`src/stci_pkg.sv`:
```
// Package: register map, field layout, reset values and carrier types of the sleep timer compare block.
package stci_pkg;

  // ****************************************************************
  // Register byte addresses
  // ****************************************************************
  localparam logic [31:0] ADDR_CLK_EN   = 32'h4000_0008;
  localparam logic [31:0] ADDR_RUN_CFG  = 32'h4000_600c;
  localparam logic [31:0] ADDR_CNT_HIGH = 32'h4000_6010;
  localparam logic [31:0] ADDR_CNT_LOW  = 32'h4000_6014;
  localparam logic [31:0] ADDR_CMPA_UP  = 32'h4000_6018;
  localparam logic [31:0] ADDR_CMPA_LO  = 32'h4000_601c;
  localparam logic [31:0] ADDR_CMPB_UP  = 32'h4000_6020;
  localparam logic [31:0] ADDR_CMPB_LO  = 32'h4000_6024;
  localparam logic [31:0] ADDR_FLAGS    = 32'h4000_a014;
  localparam logic [31:0] ADDR_MASK     = 32'h4000_a054;

  // ****************************************************************
  // Field positions and reset values
  // ****************************************************************
  localparam int          RUN_BIT_POS      = 11;
  localparam int          RC_KEEP_POS      = 1;
  localparam int          XTAL_ON_POS      = 0;
  localparam logic [1:0]  CLK_EN_RESET     = 2'h2;
  localparam logic [15:0] CMP_HALF_RESET   = 16'hffff;
  localparam logic [31:0] CMP_RESET        = 32'hffff_ffff;
  localparam logic [31:0] CNT_MAX          = 32'hffff_ffff;
  localparam logic [2:0]  EVT_RESET        = 3'h0;
  localparam int          RUN_SYNC_TICKS   = 2;

  // ****************************************************************
  // Carrier types
  // ****************************************************************
  typedef struct packed {
    logic        psel;
    logic        penable;
    logic        pwrite;
    logic [31:0] paddr;
    logic [31:0] pwdata;
  } stci_apb_req_t;

  typedef struct packed {
    logic cmpb;
    logic cmpa;
    logic wrap;
  } stci_evt_t;

endpackage : stci_pkg

```
`src/stci_top.sv`:
```
// Module: register file, compare, event flags and interrupt of the always-on sleep timer.
`timescale 1ns/1ps
`default_nettype none

module stci_top (
  input  wire logic                    i_mclk,
  input  wire logic                    i_arst_n,
  input  wire stci_pkg::stci_apb_req_t i_apb,
  output var  logic [31:0]             o_prdata,
  output var  logic                    o_pready,
  output var  logic                    o_pslverr,
  input  wire logic                    i_tick,
  input  wire logic                    i_deep_rest_req,
  output var  logic                    o_deep_rest_timer_on,
  output var  logic                    o_deep_rest_timer_off,
  output var  logic                    o_rc_osc_keep_on,
  output var  logic                    o_crystal_osc_on,
  output var  stci_pkg::stci_evt_t     o_wake_event,
  output var  logic                    o_irq
);

  // ****************************************************************
  // Declarations
  // ****************************************************************
  logic [31:0]         count;
  logic                step;
  logic                wrap;
  logic                timer_run_bit;
  logic [1:0]          run_pipe;
  logic [31:0]         cmp_a;
  logic [31:0]         cmp_b;
  logic [15:0]         hold_a;
  logic [15:0]         hold_b;
  logic [15:0]         cnt_low_hold;
  logic [15:0]         count_low_snapshot;
  logic [2:0]          event_flags;
  logic [2:0]          event_irq_mask;
  stci_pkg::stci_evt_t evt;
  logic                setup;
  logic                done;
  logic                wr_done;
  logic                rd_done;
  logic [2:0]          next_flags;

  // ****************************************************************
  // Address decode
  // ****************************************************************
  function automatic logic hit(input logic [31:0] addr, input logic [31:0] reg_addr);
    hit = (addr == reg_addr);
  endfunction : hit

  function automatic logic mapped(input logic [31:0] addr);
    mapped = hit(addr, stci_pkg::ADDR_CLK_EN)   || hit(addr, stci_pkg::ADDR_RUN_CFG)  ||
             hit(addr, stci_pkg::ADDR_CNT_HIGH) || hit(addr, stci_pkg::ADDR_CNT_LOW)  ||
             hit(addr, stci_pkg::ADDR_CMPA_UP)  || hit(addr, stci_pkg::ADDR_CMPA_LO)  ||
             hit(addr, stci_pkg::ADDR_CMPB_UP)  || hit(addr, stci_pkg::ADDR_CMPB_LO)  ||
             hit(addr, stci_pkg::ADDR_FLAGS)    || hit(addr, stci_pkg::ADDR_MASK);
  endfunction : mapped

  assign setup   = i_apb.psel && !i_apb.penable;
  assign done    = i_apb.psel && i_apb.penable && o_pready;
  assign wr_done = done && i_apb.pwrite && !o_pslverr;
  assign rd_done = done && !i_apb.pwrite;

  // ****************************************************************
  // Bus handshake
  // ****************************************************************
  // The answer is prepared in the setup cycle so every bus output can come from a flip-flop.
  always_ff @(posedge i_mclk or negedge i_arst_n) begin
    if (!i_arst_n) begin
      o_pready  <= 1'b0;
      o_pslverr <= 1'b0;
    end else begin
      o_pready  <= setup;
      o_pslverr <= setup && !mapped(i_apb.paddr);
    end
  end

  always_ff @(posedge i_mclk or negedge i_arst_n) begin
    if (!i_arst_n) begin
      o_prdata     <= 32'h0000_0000;
      cnt_low_hold <= 16'h0000;
    end else if (setup && !i_apb.pwrite) begin
      o_prdata     <= 32'h0000_0000;
      cnt_low_hold <= count[15:0];
      if (hit(i_apb.paddr, stci_pkg::ADDR_CLK_EN)) begin
        o_prdata[stci_pkg::RC_KEEP_POS] <= o_rc_osc_keep_on;
        o_prdata[stci_pkg::XTAL_ON_POS] <= o_crystal_osc_on;
      end
      if (hit(i_apb.paddr, stci_pkg::ADDR_RUN_CFG)) begin
        o_prdata[stci_pkg::RUN_BIT_POS] <= timer_run_bit;
      end
      if (hit(i_apb.paddr, stci_pkg::ADDR_CNT_HIGH)) begin
        o_prdata[15:0] <= count[31:16];
      end
      if (hit(i_apb.paddr, stci_pkg::ADDR_CNT_LOW)) begin
        o_prdata[15:0] <= count_low_snapshot;
      end
      if (hit(i_apb.paddr, stci_pkg::ADDR_CMPA_UP)) begin
        o_prdata[15:0] <= cmp_a[31:16];
      end
      if (hit(i_apb.paddr, stci_pkg::ADDR_CMPA_LO)) begin
        o_prdata[15:0] <= cmp_a[15:0];
      end
      if (hit(i_apb.paddr, stci_pkg::ADDR_CMPB_UP)) begin
        o_prdata[15:0] <= cmp_b[31:16];
      end
      if (hit(i_apb.paddr, stci_pkg::ADDR_CMPB_LO)) begin
        o_prdata[15:0] <= cmp_b[15:0];
      end
      if (hit(i_apb.paddr, stci_pkg::ADDR_FLAGS)) begin
        o_prdata[2:0] <= event_flags;
      end
      if (hit(i_apb.paddr, stci_pkg::ADDR_MASK)) begin
        o_prdata[2:0] <= event_irq_mask;
      end
    end
  end

  // ****************************************************************
  // Count read-out
  // ****************************************************************
  // The low half is taken when the high half is read, so the pair is coherent.
  always_ff @(posedge i_mclk or negedge i_arst_n) begin
    if (!i_arst_n) begin
      count_low_snapshot <= 16'h0000;
    end else if (rd_done && hit(i_apb.paddr, stci_pkg::ADDR_CNT_HIGH)) begin
      count_low_snapshot <= cnt_low_hold;
    end
  end

  // ****************************************************************
  // Control registers
  // ****************************************************************
  always_ff @(posedge i_mclk or negedge i_arst_n) begin
    if (!i_arst_n) begin
      o_rc_osc_keep_on <= stci_pkg::CLK_EN_RESET[stci_pkg::RC_KEEP_POS];
      o_crystal_osc_on <= stci_pkg::CLK_EN_RESET[stci_pkg::XTAL_ON_POS];
      timer_run_bit    <= 1'b0;
      event_irq_mask   <= stci_pkg::EVT_RESET;
    end else if (wr_done) begin
      if (hit(i_apb.paddr, stci_pkg::ADDR_CLK_EN)) begin
        o_rc_osc_keep_on <= i_apb.pwdata[stci_pkg::RC_KEEP_POS];
        o_crystal_osc_on <= i_apb.pwdata[stci_pkg::XTAL_ON_POS];
      end
      if (hit(i_apb.paddr, stci_pkg::ADDR_RUN_CFG)) begin
        timer_run_bit <= i_apb.pwdata[stci_pkg::RUN_BIT_POS];
      end
      if (hit(i_apb.paddr, stci_pkg::ADDR_MASK)) begin
        event_irq_mask <= i_apb.pwdata[2:0];
      end
    end
  end

  // ****************************************************************
  // Compare values
  // ****************************************************************
  // Software is expected to stop the timer first; a live change can match early.
  always_ff @(posedge i_mclk or negedge i_arst_n) begin
    if (!i_arst_n) begin
      hold_a <= stci_pkg::CMP_HALF_RESET;
      hold_b <= stci_pkg::CMP_HALF_RESET;
      cmp_a  <= stci_pkg::CMP_RESET;
      cmp_b  <= stci_pkg::CMP_RESET;
    end else if (wr_done) begin
      if (hit(i_apb.paddr, stci_pkg::ADDR_CMPA_LO)) begin
        hold_a <= i_apb.pwdata[15:0];
      end
      if (hit(i_apb.paddr, stci_pkg::ADDR_CMPA_UP)) begin
        cmp_a <= {i_apb.pwdata[15:0], hold_a};
      end
      if (hit(i_apb.paddr, stci_pkg::ADDR_CMPB_LO)) begin
        hold_b <= i_apb.pwdata[15:0];
      end
      if (hit(i_apb.paddr, stci_pkg::ADDR_CMPB_UP)) begin
        cmp_b <= {i_apb.pwdata[15:0], hold_b};
      end
    end
  end

  // ****************************************************************
  // Counter and run synchroniser
  // ****************************************************************
  // The run bit passes two slow ticks before the counter sees it.
  always_ff @(posedge i_mclk or negedge i_arst_n) begin
    if (!i_arst_n) begin
      run_pipe <= 2'h0;
    end else if (i_tick) begin
      run_pipe <= {run_pipe[0], timer_run_bit};
    end
  end

  stci_counter u_counter (
    .i_mclk   (i_mclk),
    .i_arst_n (i_arst_n),
    .i_tick   (i_tick),
    .i_run    (run_pipe[stci_pkg::RUN_SYNC_TICKS-1]),
    .o_count  (count),
    .o_step   (step),
    .o_wrap   (wrap)
  );

  // ****************************************************************
  // Events, flags and interrupt
  // ****************************************************************
  always_comb begin
    evt.cmpa   = step && (count == cmp_a);
    evt.cmpb   = step && (count == cmp_b);
    evt.wrap   = wrap;
    next_flags = event_flags;
    if (wr_done && hit(i_apb.paddr, stci_pkg::ADDR_FLAGS)) begin
      next_flags = next_flags & ~i_apb.pwdata[2:0];
    end
    next_flags = next_flags | evt;
  end

  always_ff @(posedge i_mclk or negedge i_arst_n) begin
    if (!i_arst_n) begin
      event_flags  <= stci_pkg::EVT_RESET;
      o_wake_event <= stci_pkg::EVT_RESET;
      o_irq        <= 1'b0;
    end else begin
      event_flags  <= next_flags;
      o_wake_event <= evt;
      o_irq        <= |(event_flags & event_irq_mask);
    end
  end

  // ****************************************************************
  // Deep rest mode choice
  // ****************************************************************
  always_ff @(posedge i_mclk or negedge i_arst_n) begin
    if (!i_arst_n) begin
      o_deep_rest_timer_on  <= 1'b0;
      o_deep_rest_timer_off <= 1'b0;
    end else begin
      o_deep_rest_timer_on  <= i_deep_rest_req && o_rc_osc_keep_on;
      o_deep_rest_timer_off <= i_deep_rest_req && !o_rc_osc_keep_on;
    end
  end
endmodule : stci_top
`default_nettype wire

```
`src/stci_counter.sv`:
```
// Module: 32-bit up counter of the sleep timer, advanced by ticks of the selected slow clock.
`timescale 1ns/1ps
`default_nettype none

module stci_counter (
  input  wire logic        i_mclk,
  input  wire logic        i_arst_n,
  input  wire logic        i_tick,
  input  wire logic        i_run,
  output var  logic [31:0] o_count,
  output var  logic        o_step,
  output var  logic        o_wrap
);

  // ****************************************************************
  // Count
  // ****************************************************************
  always_ff @(posedge i_mclk or negedge i_arst_n) begin
    if (!i_arst_n) begin
      o_count <= 32'h0000_0000;
    end else if (i_tick && i_run) begin
      o_count <= o_count + 32'h0000_0001;
    end
  end

  // Step and wrap pulse in the same cycle the new count shows.
  always_ff @(posedge i_mclk or negedge i_arst_n) begin
    if (!i_arst_n) begin
      o_step <= 1'b0;
      o_wrap <= 1'b0;
    end else begin
      o_step <= i_tick && i_run;
      o_wrap <= i_tick && i_run && (o_count == stci_pkg::CNT_MAX);
    end
  end

endmodule : stci_counter
`default_nettype wire

```
`config.mk`:
```
export PLATFORM = sky130hd
export DESIGN_NAME = stci_top
export DESIGN_NICKNAME = d
export VERILOG_FILES = /design/src/stci_pkg.sv /design/src/stci_top.sv /design/src/stci_counter.sv
export SDC_FILE = /design/constraint.sdc
export NUM_CORES = 1
export LEC_CHECK = 0
export ABC_AREA = 0
export BUFFER_PORTS_ARGS = -buffer_cell sky130_fd_sc_hd__buf_2
export CAP_MARGIN = 15
export CORE_MARGIN = 3
export CORE_UTILIZATION = 59
export DETAILED_ROUTE_END_ITERATION = 10
export PLACE_DENSITY_LB_ADDON = 0.05
export SYNTH_ARGS = -nofsm -noshare
export SYNTH_HDL_FRONTEND = slang
export SYNTH_HIERARCHICAL = 1
export SYNTH_SLANG_ARGS = --single-unit
```
`constraint.sdc`:
```
create_clock -name i_mclk -period 1.95 [get_ports i_mclk]
set_input_delay 0.0975 -clock i_mclk [delete_from_list [all_inputs] [get_ports i_mclk]]
set_output_delay 0.0975 -clock i_mclk [all_outputs]
set_load 0.01 [all_outputs]
```
==> results.toml <==
[grt]
antenna_found_initial = 0
grt.overflow.total = 0
grt_max_degree = 80
grt_pass1_vias = 7562
track_usage_pct = 31.74
grt_pass1_wl_mm = 43.19

[timing]
slew_headroom_pct = 54.30
setup_ws_ps = -229.1
period_share_pct = 111.7
finalMaxSlewViolations = 0
max_freq_mhz = 458.9
hold_violations = 0
worst-slew-pin-transition_ps = 685.5
rsz0062_at_grt = "true"
timing.final.setup_violations = 83
period_minus_slack_ps = 2179
clock_skew_ps = 11.02

[floorplanning]
die_w_um = 134.6
ios = 113
initial_utilization_pct = 60.76
rows = 46
fp.dieH_um = 134.6
dieArea_um2 = 18120
coreArea_um2 = 16060

[cells_and_area]
drive_gt1_share_pct = 45.41
utilization_pct = 74.58
nets = 1072
mostFrequentLayoutCell = "dfrtp_1"
multi_input_area_um2 = 4593
area_growth_syn_to_layout_pct = 22.74
n_antenna_cell = 0
fillers = 1089
final_cell_mix = "dfrtp_1, dfstp_2, mux2_2, nand2_1, buf_4"
final_cells = 1229
register_area_um2 = 5051

[worst_setup_path]
critical_path_class = "in2reg"
reg2reg_setup_slack_ps = -20
critPathMaxStageDelay_ps = 520
start_kind = "input pin"
r2r_end = "event_flags[2]$_DFF_PN0_"
slowest_stage = "or4_4"
worstPathMaxFanout = 14
r2r_cells = 7
worstPathArrival_ps = 2540
timing.rr.start = "u_counter/o_count[2]$_DFFE_PN0P_"
critPathTopFamily = "simple AND/OR/NAND/NOR gates"
crit_path_end_kind = "flop"
crit_path_frequent_cell = "buf_6"
path_buf_inv = 3
crit_path_cell_trace = "buf_6 > or4_4 > or4b_4 > or3_4 > nor3_4 > buf_6 > nand2_8 > buf_12 > mux2_4"
required_ps = 2310

[pwr]
ir_worst_vdd_uv = 580.6
total_power_uw = 7791
pwr_density_cell_nw_per_um2 = 650.6
leakage_uw = 0.005765

[yosys]
synthArstFlopShare_pct = 100.0
yosys-top-cells-area = "dfstp_2, dfrtp_1, mux2_2, xnor2_1, mux2_4"
ys_warn_count = 6
synth-seq-cells = 197
synthFlopType = "dfrtp_1"
synth_top_area_cell = "dfstp_2"
synth.avg_cell_area_um2 = 11.81
syn_area_um2 = 9757
syn_inst = 826
synth_enable_flop_cells = 0
yosys.cell_types.count = 60
ys_seq_area_share_pct = 51.77
yosys.area.top_type_share_pct = 26.12

[drt]
routed_via_density = 5.944
num_vias = 7305
first_pass_iters = 5
wire_per_inst_um = 22.82
wl_met1_mm = 11.19
drc = 0
wl_met2_mm = 13.58
wl_met3_mm = 1.685
top_layer = "met4"
drt_iter0_drc = 612
drtAntennaViolNets = 0
wl_mm = 28.04

[place]
port_buffers = 80
dpl_worst_slack_ps = -652.2
hpwl_mm = 20.34
place.gp.congestion = 0.9666
place_inst = 1168

[run]
drv_cap = 0

[run_status]
status = "finished, violations left"
violations = "negative setup slack"

[worst_hold_path]
holdPathEnd = "o_crystal_osc_on$_DFFE_PN0P_"
hold_depth = 2
holdCritStartpoint = "i_apb[0]"
hold_path.class = "in2reg"

[clocking]
cts_tree = "yes"
h-tree-depth = 4
cts_buffer_depth = 2
cts-root-buf = "clkbuf_16"
clock_latency_ps = 430
cts.sinks = 197
cts-buffers-inserted = 17
clkTransAtPathRegs_ps = 70
## metal layers
metal,vias up,global-route usage (%)
met2,334,52.93
met5,-,0
li1,3264,-
met3,96,5.626
met4,0,16.18
met1,3611,40.06
## through the flow
stage / cell area, um2 / TNS, ps / hold WS, ps
6_report: 11980 / -12040 / 44.93
4_1_cts: 11840 / -8845 / 27.66
3_3_place_gp: 10950 / -60950 / 180.5
2_1_floorplan: 9882 / -35880 / -198.1
3_5_place_dp: 10950 / -64030 / 195.3
5_1_grt: 11980 / -15310 / 38.83
## worst max-delay path by stage
stage	end	cells past startpoint	from	slack, ps
after floorplan	cmp_a[0]$_DFFE_PN1P_	7	i_apb[58]	-460
after global placement	o_crystal_osc_on$_DFFE_PN0P_	8	i_apb[58]	-610
after detailed placement	o_prdata[2]$_DFFE_PN0P_	8	i_apb[58]	-650
after CTS	o_prdata[6]$_DFFE_PN0P_	8	i_apb[63]	-180
after global routing	o_prdata[3]$_DFFE_PN0P_	8	i_apb[63]	-260
final	cmp_a[10]$_DFFE_PN1P_	9	i_apb[63]	-230
## worst reg2reg max path, stage by stage (launching register included)
cell and delay (ps):
dfrtp_1 450, xnor2_1 330, nand4_1 250, nor4_2 240
nand4_1 180, nor4_2 200, buf_4 170, a21o_1 80
## where the power goes
part	internal, uW	switching, uW	leakage (uW)
clock network	1680	1620	0.000262
logic	142	246	0.00312
registers	4100	5.04	0.00238
total	5920	1870	0.00577
## cells by family after synthesis
group                    Yosys count  synth area share (%)
AND/OR/NAND/NOR                  268                 14.49
flip-flops                       197                 51.77
multiplexers                     137                 17.03
XOR/XNOR                          94                 8.438
AO/OA/AOI/OAI                     68                 4.822
buffers and inverters             60                 3.283
adder cells (fa/ha/maj)            1                0.1282
other                              1               0.03843
## cell type report
class	instances	share of cell area, %
sequential	197	42.18
multi-input combinational	584	38.36
timing repair buffer	192	12.39
clock buffer	19	3.615
tap	216	2.257
clock inverter	13	0.9508
inverter	8	0.2508
## registers in the layout (all words and copies together) (netlist names)
name / flops
cmp_a: 32
cmp_b: 32
u_counter/o_count: 32
cnt_low_hold: 16
count_low_snapshot: 16
hold_a: 16
hold_b: 16
o_prdata: 16
event_flags: 3
event_irq_mask: 3
o_wake_event: 3
run_pipe: 2
o_crystal_osc_on: 1
o_deep_rest_timer_off: 1
o_deep_rest_timer_on: 1
o_irq: 1
o_pready: 1
o_pslverr: 1
o_rc_osc_keep_on: 1
timer_run_bit: 1
u_counter/o_step: 1
u_counter/o_wrap: 1
## synthesized netlist by cell type (all sizes together) (9+ instances only)
| cell | n |
|---|---|
| mux2 | 122 |
| dfrtp | 100 |
| dfstp | 97 |
| nand2 | 87 |
| xnor2 | 55 |
| nor2 | 47 |
| xor2 | 39 |
| buf | 31 |
| nand3 | 28 |
| nand4 | 27 |
| o21ai | 22 |
| clkbuf | 21 |
| nor4 | 21 |
| mux2i | 13 |
| o31ai | 12 |
| a221oi | 11 |
| nor3 | 10 |
| and3 | 9 |
## what timing repair did
action,CTS,global route
endpoints found under the setup margin,90,92
hold endpoints to repair,86,0
cloned,1,2
pin swaps,17,10
setup buffers,6,3
hold buffers,17,0
resized for setup,23,13
Power figures use the tool's default switching activity.
